File: src/common/mdr_pkg.sv
package mdr_pkg;
    // register map, 8-bit data at the field's own register number
    localparam logic [7:0] REG_TOPSPD = 8'h0e;
    localparam logic [7:0] REG_LIMSEL = 8'h10;
    localparam logic [7:0] REG_RAMP = 8'h11;
    localparam logic [7:0] REG_CTRL = 8'h30;
    localparam logic [7:0] REG_DUTY = 8'h31;
    localparam logic [7:0] REG_CLIM = 8'h32;
    localparam logic [7:0] REG_STAT = 8'h33;
    localparam logic [7:0] RST_VAL = 8'h00;
    // field positions
    localparam int TOPSPD_LSB = 1;
    localparam int RUNSTEP_LSB = 4;
    localparam int STFRAC_LSB = 1;
    localparam int ADD_LSB = 6;
    localparam int UP_LSB = 4;
    localparam int SSSTEP_LSB = 1;
    localparam int UPTIME_BIT = 0;
    localparam int LIMEN_BIT = 0;
    // duty: 9 integer bits of 1/512 plus 3 bits of eighths
    localparam int DUTY_W = 12;
    localparam int FRAC_W = 3;
    localparam logic [DUTY_W-1:0] DUTY_MAX = 12'hfff;
    localparam logic [6:0] UNLIMITED_STEP = 7'h40; // 8 counts in eighths
    // current limit in per-mille of full scale
    localparam logic [9:0] CLIM_FULL = 10'h3e8; // 1000
    localparam logic [9:0] CLIM_FRAC_STEP = 10'h07d; // 125 = 12.5 %
    // timing
    localparam int CLK_NS = 25;
    localparam int T_FAST_NS = 2700000;
    localparam int T_SLOW_NS = 10800000;
    localparam int T_CLIM_NS = 350000000;
    localparam int FAST_CYC = T_FAST_NS / CLK_NS;
    localparam int SLOW_CYC = T_SLOW_NS / CLK_NS;
    localparam int CLIM_CYC = T_CLIM_NS / CLK_NS;
    typedef enum logic [1:0] {
        ST_IDLE = 2'b00,
        ST_SOFT = 2'b01,
        ST_SENSL = 2'b11
    } mdr_state_e;
endpackage

File: src/common/mdr_tick_if.sv
`timescale 1ns/10ps
// restartable periodic tick between the core and its interval timers
interface mdr_tick_if;
    logic restart;
    logic tick;
    modport src(input restart, output tick);
    modport usr(output restart, input tick);
endinterface

File: src/core/mdr_tick.sv
`timescale 1ns/10ps
module mdr_tick
    import mdr_pkg::*;
#(
    parameter int PERIOD = 108000,
    parameter int CW = 24
) (
    input wire logic sys_clk,
    input wire logic nrst,
    mdr_tick_if.src t
);

    logic [CW-1:0] cnt_q;
    logic tick_q;

    generate
        if (PERIOD < 1 || PERIOD > (2 ** CW)) begin : g_bad
            $error("mdr_tick period out of range");
        end
    endgenerate

    // count from restart; tick is one cycle wide at the end of each period
    always_ff @(posedge sys_clk or negedge nrst) begin
        if (!nrst) begin
            cnt_q <= '0;
            tick_q <= 1'b0;
        end else if (t.restart) begin
            cnt_q <= '0;
            tick_q <= 1'b0;
        end else if (cnt_q == CW'(PERIOD - 1)) begin
            cnt_q <= '0;
            tick_q <= 1'b1;
        end else begin
            cnt_q <= cnt_q + 1'b1;
            tick_q <= 1'b0;
        end
    end

    assign t.tick = tick_q;
endmodule

File: src/core/mdr_core.sv
// The implementer's own choices: the plain strobed port and the register offsets.
`timescale 1ns/10ps
// How it works
// startup duty rises from zero until current limit
// limit enabled: soft-start step from table
// limit disabled: eight counts per 2.7 ms
// sensorless step moves limit toward normal
// after wait, step limit every 350 ms
// ramped limit never exceeds normal limit
// additional field sets ramp target above startup
// increment field sets each ramp step size
// idling forward skips startup, normal limit
// idle start duty is speed/top speed/2
// top speed field picks 4096 to 32768 rpm
// sensorless speed set by limited duty change
// interval field picks 2.7 ms or 10.8 ms
// run step table; code zero open/closed loop
// interval and step chosen by drive phase
// startup limit is fraction until sensorless
// duty kept with three fractional bits
module mdr_core
    import mdr_pkg::*;
#(
    parameter int FAST_CYCLES = FAST_CYC,
    parameter int SLOW_CYCLES = SLOW_CYC,
    parameter int CLIM_CYCLES = CLIM_CYC
) (
    input wire logic sys_clk,
    input wire logic nrst,
    input wire logic [7:0] reg_addr,
    input wire logic [7:0] reg_wdata,
    input wire logic reg_wr,
    input wire logic reg_rd,
    output logic [7:0] reg_rdata,
    input wire logic spd_cmd,
    input wire logic idling_fwd,
    input wire logic [15:0] idle_rpm,
    input wire logic sensl_reached,
    input wire logic at_stable,
    input wire logic closed_loop,
    input wire logic [8:0] target_duty,
    input wire logic cur_hit_pin,
    output logic [8:0] duty_out,
    output logic [9:0] cur_limit,
    output logic [1:0] drive_state
);
    logic [7:0] topspd_q;
    logic [7:0] limsel_q;
    logic [7:0] ramp_q;
    logic [7:0] ctrl_q;
    logic [7:0] rdata_q;
    logic cur_sync1_q;
    logic cur_sync2_q;
    mdr_state_e st_q;
    logic [DUTY_W-1:0] duty_q;
    logic [DUTY_W-1:0] duty_d;
    logic [9:0] clim_q;
    logic ramp_wait_q;
    logic [6:0] ss_step;
    logic [6:0] run_step;
    logic [9:0] start_lim;
    logic [9:0] add_amt;
    logic [9:0] up_amt;
    logic [10:0] ramp_tgt;
    logic [9:0] ramp_cap;
    logic [10:0] ramp_next;
    logic [DUTY_W-1:0] idle_duty;
    logic [DUTY_W-1:0] run_tgt;
    logic [DUTY_W:0] soft_sum;
    logic [DUTY_W-1:0] gap;
    logic use_slow;
    logic run_tick;
    logic soft_start;

    mdr_tick_if fast_if();
    mdr_tick_if slow_if();
    mdr_tick_if clim_if();

    // fast and slow interval timers restart only on a start from idle, so intervals align to it
    mdr_tick #(.PERIOD(FAST_CYCLES), .CW(24)) u_fast (
        .sys_clk(sys_clk),
        .nrst(nrst),
        .t(fast_if.src)
    );
    mdr_tick #(.PERIOD(SLOW_CYCLES), .CW(24)) u_slow (
        .sys_clk(sys_clk),
        .nrst(nrst),
        .t(slow_if.src)
    );
    mdr_tick #(.PERIOD(CLIM_CYCLES), .CW(24)) u_clim (
        .sys_clk(sys_clk),
        .nrst(nrst),
        .t(clim_if.src)
    );

    assign soft_start = (st_q == ST_IDLE) && spd_cmd;
    assign fast_if.restart = soft_start;
    assign slow_if.restart = soft_start;
    // free-running limit timer: first tick ends the wait, so wait is 0 to one period
    assign clim_if.restart = 1'b0;

    // current comparator is asynchronous to sys_clk
    always_ff @(posedge sys_clk or negedge nrst) begin
        if (!nrst) begin
            cur_sync1_q <= 1'b0;
            cur_sync2_q <= 1'b0;
        end else begin
            cur_sync1_q <= cur_hit_pin;
            cur_sync2_q <= cur_sync1_q;
        end
    end

    // register writes
    always_ff @(posedge sys_clk or negedge nrst) begin
        if (!nrst) begin
            topspd_q <= RST_VAL;
            limsel_q <= RST_VAL;
            ramp_q <= RST_VAL;
            ctrl_q <= RST_VAL;
        end else if (reg_wr) begin
            case (reg_addr)
                REG_TOPSPD: topspd_q <= reg_wdata;
                REG_LIMSEL: limsel_q <= reg_wdata;
                REG_RAMP: ramp_q <= reg_wdata;
                REG_CTRL: ctrl_q <= reg_wdata;
                default: ;
            endcase
        end
    end

    // read data stands one cycle after the strobe; unmapped reads give zero
    always_ff @(posedge sys_clk or negedge nrst) begin
        if (!nrst) begin
            rdata_q <= RST_VAL;
        end else if (reg_rd) begin
            case (reg_addr)
                REG_TOPSPD: rdata_q <= topspd_q;
                REG_LIMSEL: rdata_q <= limsel_q;
                REG_RAMP: rdata_q <= ramp_q;
                REG_CTRL: rdata_q <= ctrl_q;
                REG_DUTY: rdata_q <= duty_q[DUTY_W-1:FRAC_W+1];
                REG_CLIM: rdata_q <= clim_q[9:2];
                REG_STAT: rdata_q <= {4'h0, ramp_wait_q, cur_sync2_q, st_q};
                default: rdata_q <= RST_VAL;
            endcase
        end else begin
            rdata_q <= RST_VAL;
        end
    end

    // soft-start step in eighths of a count
    always_comb begin
        if (!ctrl_q[LIMEN_BIT]) begin
            ss_step = UNLIMITED_STEP;
        end else begin
            case (ramp_q[SSSTEP_LSB +: 3])
                3'h0: ss_step = 7'h40;
                3'h1: ss_step = 7'h02;
                3'h2: ss_step = 7'h03;
                3'h3: ss_step = 7'h04;
                3'h4: ss_step = 7'h06;
                3'h5: ss_step = 7'h0a;
                3'h6: ss_step = 7'h14;
                default: ss_step = 7'h38;
            endcase
        end
    end

    // run step; code zero in closed loop is 64/8, open loop handled as no limit
    always_comb begin
        case (limsel_q[RUNSTEP_LSB +: 3])
            3'h1: run_step = 7'h02;
            3'h2: run_step = 7'h03;
            3'h3: run_step = 7'h04;
            3'h4: run_step = 7'h06;
            3'h5: run_step = 7'h0a;
            3'h6: run_step = 7'h14;
            3'h7: run_step = 7'h38;
            default: run_step = 7'h40;
        endcase
    end

    // current limit figures in per-mille of full scale
    always_comb begin
        start_lim = 10'(CLIM_FULL - 10'(CLIM_FRAC_STEP * limsel_q[STFRAC_LSB +: 3]));
        case (ramp_q[ADD_LSB +: 2])
            2'h1: add_amt = 10'h12c;
            2'h2: add_amt = 10'h190;
            2'h3: add_amt = 10'h1f4;
            default: add_amt = 10'h000;
        endcase
        case (ramp_q[UP_LSB +: 2])
            2'h1: up_amt = 10'h014;
            2'h2: up_amt = 10'h032;
            2'h3: up_amt = 10'h064;
            default: up_amt = 10'h00a;
        endcase
        ramp_tgt = {1'b0, start_lim} + {1'b0, add_amt};
        ramp_cap = (ramp_tgt > {1'b0, CLIM_FULL}) ? CLIM_FULL : ramp_tgt[9:0];
        ramp_next = {1'b0, clim_q} + {1'b0, up_amt};
    end

    // eighths = rpm * 4096 / (4096 << sel) / 2, saturated at full duty
    always_comb begin
        logic [15:0] q;
        // shift amount is three bits wide so that code 3 shifts by four, not by zero
        q = idle_rpm >> ({1'b0, topspd_q[TOPSPD_LSB +: 2]} + 3'd1);
        idle_duty = (q > 16'(DUTY_MAX)) ? DUTY_MAX : q[DUTY_W-1:0];
    end

    // interval choice: stable closed loop always fast, else the selected one
    assign use_slow = ramp_q[UPTIME_BIT] && !(at_stable && closed_loop);
    assign run_tick = use_slow ? slow_if.tick : fast_if.tick;
    assign run_tgt = {target_duty, {FRAC_W{1'b0}}};
    assign gap = (duty_q > run_tgt) ? duty_q - run_tgt : run_tgt - duty_q;
    assign soft_sum = {1'b0, duty_q} + {6'h00, ss_step};

    // next duty per phase
    always_comb begin
        duty_d = duty_q;
        case (st_q)
            ST_IDLE: begin
                if (spd_cmd && idling_fwd) begin
                    duty_d = idle_duty;
                end else begin
                    duty_d = '0;
                end
            end
            ST_SOFT: begin
                // climb only while current stays under the startup limit
                if (fast_if.tick && !cur_sync2_q) begin
                    duty_d = soft_sum[DUTY_W] ? DUTY_MAX : soft_sum[DUTY_W-1:0];
                end
            end
            ST_SENSL: begin
                if (run_tick) begin
                    if (limsel_q[RUNSTEP_LSB +: 3] == 3'h0 && !closed_loop) begin
                        duty_d = run_tgt;
                    end else if (gap <= DUTY_W'(run_step)) begin
                        duty_d = run_tgt;
                    end else if (duty_q < run_tgt) begin
                        duty_d = duty_q + DUTY_W'(run_step);
                    end else begin
                        duty_d = duty_q - DUTY_W'(run_step);
                    end
                end
            end
            default: duty_d = '0;
        endcase
        if (!spd_cmd) begin
            duty_d = '0;
        end
    end

    always_ff @(posedge sys_clk or negedge nrst) begin
        if (!nrst) begin
            duty_q <= '0;
        end else begin
            duty_q <= duty_d;
        end
    end

    // drive phase
    always_ff @(posedge sys_clk or negedge nrst) begin
        if (!nrst) begin
            st_q <= ST_IDLE;
        end else if (!spd_cmd) begin
            st_q <= ST_IDLE;
        end else begin
            case (st_q)
                ST_IDLE: st_q <= idling_fwd ? ST_SENSL : ST_SOFT;
                ST_SOFT: st_q <= sensl_reached ? ST_SENSL : ST_SOFT;
                ST_SENSL: st_q <= ST_SENSL;
                default: st_q <= ST_IDLE;
            endcase
        end
    end

    // current limit: startup fraction, then stepped ramp once sensorless
    always_ff @(posedge sys_clk or negedge nrst) begin
        if (!nrst) begin
            clim_q <= CLIM_FULL;
            ramp_wait_q <= 1'b0;
        end else begin
            case (st_q)
                ST_IDLE: begin
                    ramp_wait_q <= 1'b0;
                    clim_q <= (spd_cmd && idling_fwd) ? CLIM_FULL : start_lim;
                end
                ST_SOFT: begin
                    clim_q <= start_lim;
                    ramp_wait_q <= sensl_reached;
                end
                ST_SENSL: begin
                    if (clim_if.tick) begin
                        ramp_wait_q <= 1'b0;
                        if (!ramp_wait_q && clim_q < ramp_cap) begin
                            // last step lands exactly on the capped target
                            clim_q <= (ramp_next > {1'b0, ramp_cap}) ? ramp_cap
                                : ramp_next[9:0];
                        end
                    end
                end
                default: clim_q <= CLIM_FULL;
            endcase
        end
    end

    assign reg_rdata = rdata_q;
    assign duty_out = duty_q[DUTY_W-1:FRAC_W];
    assign cur_limit = clim_q;
    assign drive_state = st_q;
endmodule

File: config.mk
export PLATFORM = sky130hd
export DESIGN_NAME = mdr_core
export DESIGN_NICKNAME = d
export VERILOG_FILES = /design/src/common/mdr_pkg.sv /design/src/common/mdr_tick_if.sv /design/src/core/mdr_tick.sv /design/src/core/mdr_core.sv
export SDC_FILE = /design/constraint.sdc
export NUM_CORES = 1
export LEC_CHECK = 0
export ABC_AREA = 1
export BUFFER_PORTS_ARGS = -buffer_cell sky130_fd_sc_hd__buf_2
export CAP_MARGIN = 20
export CORE_AREA = 2 2 200 202
export DETAILED_ROUTE_END_ITERATION = 10
export DIE_AREA = 0 0 202 204
export GPL_TIMING_DRIVEN = 0
export SKIP_LAST_GASP = 1
export SYNTH_ARGS = -nofsm -noshare
export SYNTH_HDL_FRONTEND = slang
export SYNTH_SLANG_ARGS = --single-unit
export TNS_END_PERCENT = 5
File: constraint.sdc
create_clock -name sys_clk -period 6.8 [get_ports sys_clk]
set_clock_uncertainty 0.05 [all_clocks]
set_input_delay 1.36 -clock sys_clk [delete_from_list [all_inputs] [get_ports sys_clk]]
set_output_delay 1.36 -clock sys_clk [all_outputs]
set_load 0.02 [all_outputs]
### Word-level counts from Yosys, hierarchy flattened

Cells that the tools add are included.

* register bits: 142
* output and inout bits: 29

* add/sub/neg operators: 12
* $mul: 1
* order comparisons: 7
* equal/unequal tests: 35
* shift operators: 1
* mux-type cells: 41
* reductions and logical operators: 22

Operator list (count)
* $mux 12: 10
* $mux 24: 5
* $pmux 7 s7: 2
* $add 24x1->24 const B: 3
* $pmux 8 s7: 1
* $mux 10: 5
* $pmux 12 s3: 1
* $eq 8x6->1 const B: 4
* $pmux 10 s3: 1
* $pmux 9 s3: 1
* $eq 24x17->1 const B: 1
* $eq 24x19->1 const B: 1
* $eq 24x24->1 const B: 1
* $sub 12x12->12: 2
* $add 10x10->11: 2
* $eq 3x3->1 const B: 7
* $pmux 7 s3: 1
* $eq 8x5->1 const B: 2
* $gt 16x12->1 const B: 1
* $shr 16x3->16: 1
* $reduce_and 2->1: 7
* $add 12x7->13: 1
* $add 12x7->12: 1
* $eq 3x2->1 const B: 4
* 28 further kinds: 54

### Depth between registers and ports, before layout

* depth in word-level cells: 10
* gate-level depth with buffers: 37

### Cells and area by module

A second synthesis with hierarchy kept.

* cell total of the unflattened synthesis: 1776
* area total of the unflattened synthesis: 12171.7 µm²

Modules (own cells, without submodules)
* mdr_core: instances 1, cells an instance 1153, area each 7658.6 µm²
* mdr_tick (u_clim): instances 1, cells an instance 202, area each 1524.0 µm²
* mdr_tick (u_fast): instances 1, cells an instance 214, area each 1522.7 µm²
* mdr_tick (u_slow): instances 1, cells an instance 207, area each 1466.4 µm²

### Worst setup path after synthesis

OpenSTA, ideal clock, no wires.

* path type: register to register
* start point: register limsel_q[1]
* end point: register clim_q[3] (netlist: cur_limit[3])
* arrival: 4.859 ns
* data required time: 6.670 ns
* setup slack: 1.811 ns
* stages on the path, launching flop included: 33
* period minus slack after synthesis: 4.989 ns
* cell sequence: dfrtp_1 > inv_1 > fa_1 > ha_1 > or2_2 > ha_1 > nand4_1 > o21ai_0 > xor2_1 > ha_1 > nand2_1 > inv_1 > a21oi_1 > nand2_1 > nand2_1 > nand2_1 > nor2_1 > nand2_1 > nand2_1 > inv_1 > nand2_1 > ha_1 > a21oi_1 > o21ai_0 > nor2_1 > o21ai_0 > o21a_1 > a21oi_1 > o211ai_1 > nand2_2 > clkinv_1 > nor2_1 > a21oi_1

* longest elaborated chain between the ends: 10
* elaborated cells on any way between the ends: 15
* classes of those cells: add/sub (2); mul (1); order compare (3); eq/ne (1); mux (6); reduce/logical (2)

Ends and longest elaborated chain
* from (decl): line mdr_core.sv:48 `logic [7:0] limsel_q;`
* from (signal assigned): line mdr_core.sv:123 `REG_LIMSEL: limsel_q <= reg_wdata;`
* $mul 7x3->10 *: line mdr_core.sv:185 `start_lim = 10'(CLIM_FULL - 10'(CLIM_FRAC_STEP * limsel_q[STFRAC_LSB +: 3]));`
* $sub 10x10->10 *: line mdr_core.sv:185
* $add 10x10->11: line mdr_core.sv:198 `ramp_tgt = {1'b0, start_lim} + {1'b0, add_amt};`
* $gt 11x10->1: line mdr_core.sv:199 `ramp_cap = (ramp_tgt > {1'b0, CLIM_FULL}) ? CLIM_FULL : ramp_tgt[9:0];`
* $mux 10: line mdr_core.sv:199
* $gt 11x10->1: line mdr_core.sv:299 `clim_q <= (ramp_next > {1'b0, ramp_cap}) ? ramp_cap`
* $mux 10: line mdr_core.sv:299
* $mux 10: line mdr_core.sv:297 `if (!ramp_wait_q && clim_q < ramp_cap) begin`
* $mux 10: line mdr_core.sv:295 `if (clim_if.tick) begin`
* $pmux 10 s3: line mdr_core.sv:285 `case (st_q)`
* to (signal assigned): line mdr_core.sv:288 `clim_q <= (spd_cmd && idling_fwd) ? CLIM_FULL : start_lim;`
* to (signal assigned): line mdr_core.sv:291 `clim_q <= start_lim;`
* to (signal assigned): line mdr_core.sv:299
* to (decl): line mdr_core.sv:57 `logic [9:0] clim_q;`

Every way passes the cells marked *; elsewhere a longest branch is shown, timed or not. The select of a mux whose other input is x is not followed.
A chain may end at the register's enable or synchronous reset.

### Final worst setup path

* start point: register limsel_q[1]
* end point: register clim_q[9] (netlist: cur_limit[9])

Same word-level chain as after synthesis.

==> metrics.cfg <==
[status]
status=finished, final reports clean

[die]
ios=80
coreArea_sq_mm=0.0392
start_util_pct=29.6
fp.dieArea_sq_mm=0.0412
row_count=73
fp.dieH_um=204
die_w_um=202

[final_layout]
drive_gt1_share_pct=10.8
regArea_sq_mm=0.00356
n_fill_cell=4148
multi_input_area_sq_mm=0.00685
instances_no_fill=2281
layout.nets=1895
syn_to_final_growth_pct=15.0

[sta]
fmax_mhz=162
setup_ws_ns=0.646
setup_viol_count_final=0
finalMaxSlewViolations=0
tightest_slew_ns=0.978
fin_crit_sh_pct=90.5
rsz0062_at_grt=false
setup-tns-final_ns=0
min_period_ns=6.15
max-slew-margin-rel_pct=34.1
hold_viol=0

[detailed_routing]
wirelength_mm=34.0
postRouteAntennaNets=0
vias=11100
remaining_drc_errors=0
first_iter_violations=733
drt_pre_antenna_iters=5
routedWlPerCell_um=14.9
vias_per_cell=4.88

[setup_path]
worstPathArrival_ns=6.45
crit_path_frequent_cell=nand2_1
crit_path_max_incr_delay_ns=0.49
critPathKind=reg2reg
worst-path-max-fanout=10
cp-end-kind=flop
crit_path_top_delay_cell=dfrtp_2
start_kind=flop
required_ns=7.10

[global_route]
grt_max_degree=92
grt_pass1_vias=10700
grt_remaining_overflow=0
antenna_found_initial=3
grt_util_all_layers_pct=16.8
grt_pass1_wl_mm=55.2

[clock_tree]
cts_tree=yes
cts_hold_buffers=0
cts_num_sinks=142
worst_skew_pair.late_latency_ns=0.44
cts_buffers=17
cts_buffer_depth=2
cts_root_buf=clkbuf_16
clk_pin_slew_ns=0.06
cts_max_level=4

[logic_synthesis]
synth-seq-cells=142
yosysMostFrequentCell=nand2_1
yosys.area.top_type=dfrtp_1
ys_top_cells_by_area=dfrtp_1 29%, nand2_1 12%, ha_1 10%, inv_1 8.1%, nor2_1 5.1%
synthArstFlopShare_pct=100
netlist_top_cells_count=376 x nand2_1, 249 x inv_1, 159 x nor2_1
syn_avg_cell_area_sq_um=7.07
yosys.area.top_type_share_pct=29.3
syn_inst=1641
synth_cell_types=61
ys_warn_count=0
synth_edf_count=0
ys.flop_type=dfrtp_1
ys_seq_area_share_pct=30.7
synth_fp_nets=1794
synthesis.area_sq_mm=0.0116

[pwr]
p_comb_share_pct=35.8
power.switching_mw=1.19
intPower_mw=1.94
clockPowerShare_pct=32.9
leakage_nw=6.57
seqPwrFrac_pct=31.3
ir_drop_mv=0.160
p_sw_share_pct=38.0
p_per_area_mw_per_mm2=234

[place]
pre_cts_ws_ns=0.676
dpl.hpwl_mm=27.4
placed_cells=2246
port-buffer-count=78
gp_congestion=0.975

[min_path]
hold_class=reg2reg

[flow_run]
maxCapViolations=0

[cell usage in the layout, fill, tap and decap left out, drive strengths merged, types with 44 or more instances in the layout]
master,count
inv,256
o21ai,108
nor3,56
nor2,163
a21oi,101
nand3,99
dfrtp,136
nand2,393
ha,94
xor2,44
buf,98
[path summary, 6_finish.rpt]
kind,slack [ns],to,startpoint,depth (start not counted)
max,0.65,cur_limit[9]$_DFFE_PN1P_,limsel_q[1]$_DFFE_PN0P_,32
min,0.38,cur_sync2_q$_DFF_PN0_,cur_sync1_q$_DFF_PN0_,0
max reg2reg,0.65,cur_limit[9]$_DFFE_PN1P_,limsel_q[1]$_DFFE_PN0P_,32
min reg2reg,0.38,cur_sync2_q$_DFF_PN0_,cur_sync1_q$_DFF_PN0_,0
max in group asynchronous,5.03,cur_limit[9]$_DFFE_PN1P_,nrst,2
min in group asynchronous,0.81,u_clim.cnt_q[22]$_DFF_PN0_,nrst,1
[sequential cells by signal (all words and copies together), names as in the netlist]
register	flops
ctrl_q	8
cur_sync2_q	1
ramp_wait_q	1
u_clim.t.tick	1
topspd_q	8
u_slow.cnt_q	24
cur_limit	10
ramp_q	8
u_fast.cnt_q	24
duty_q	12
limsel_q	8
reg_rdata	8
cur_sync1_q	1
u_fast.t.tick	1
drive_state	2
u_clim.cnt_q	24
u_slow.t.tick	1
[cells by family after synthesis]
| family | share of synthesized area [%] |
|---|---|
| AND/OR/NAND/NOR | 29.7 |
| flip-flops | 30.7 |
| XOR/XNOR | 4.53 |
| adder cells (fa/ha/maj) | 11.5 |
| buffers and inverters | 10.3 |
| AO/OA/AOI/OAI | 13.2 |
[metrics by stage]
stage / hold WS [ns] / utilization (%) / area [sq um] / total power [mW]
after floorplan: 0.281 / - / 11600 / 1.79
final: 0.384 / 34.1 / 13400 / 3.13
after CTS: 0.372 / 34.0 / 13300 / 3.13
after global routing: 0.377 / 34.1 / 13400 / 3.35
after global placement: 0.354 / 32.3 / 12700 / 2.08
after detailed placement: 0.360 / 32.4 / 12700 / 2.10
[final cells by class]
type / instances / area share, %
well taps: 525 / 4.92
flip-flops and latches: 142 / 26.7
diodes: 1 / 0.0187
plain buffers: 37 / 1.80
clock buffers: 18 / 3.21
multi-input cells: 1208 / 51.3
inverters: 254 / 7.19
clock inverters: 14 / 1.56
repair buffers: 82 / 3.32
[worst max-delay path: cells and delay by family (launching register included)]
kind | cells | cell delay, ns
buf+inv | 4 | 0.60
xor+xnor | 1 | 0.27
compound gates | 9 | 1.35
fa+ha+maj | 5 | 1.49
simple gates | 13 | 1.77
flops | 1 | 0.49
[power by group through the flow]
stage	logic, mW	registers, mW	clock network (mW)
after floorplan	0.815	0.979	0
after global placement	1.09	0.988	0
after detailed placement	1.11	0.990	0
after CTS	1.11	0.976	1.05
after global routing	1.28	0.982	1.08
final	1.12	0.977	1.03
[per-layer routing]
layer	part of all wire [%]	track usage (%)	vias to the layer above
li1	-	-	5575
met1	47	22.7	5207
met2	45	27.8	295
met3	6.0	3.19	45
met4	1.6	3.86	4
met5	0.091	0	-
[what timing repair did]
| item | 4_1_cts | 5_1_grt |
|---|---|---|
| endpoints found under the setup margin | 0 | 5 |
| resized for setup | 0 | 3 |
| endpoints found under the hold margin | 0 | 0 |
| setup buffers | 0 | 2 |
No activity file was read; power rests on OpenSTA's default activity.
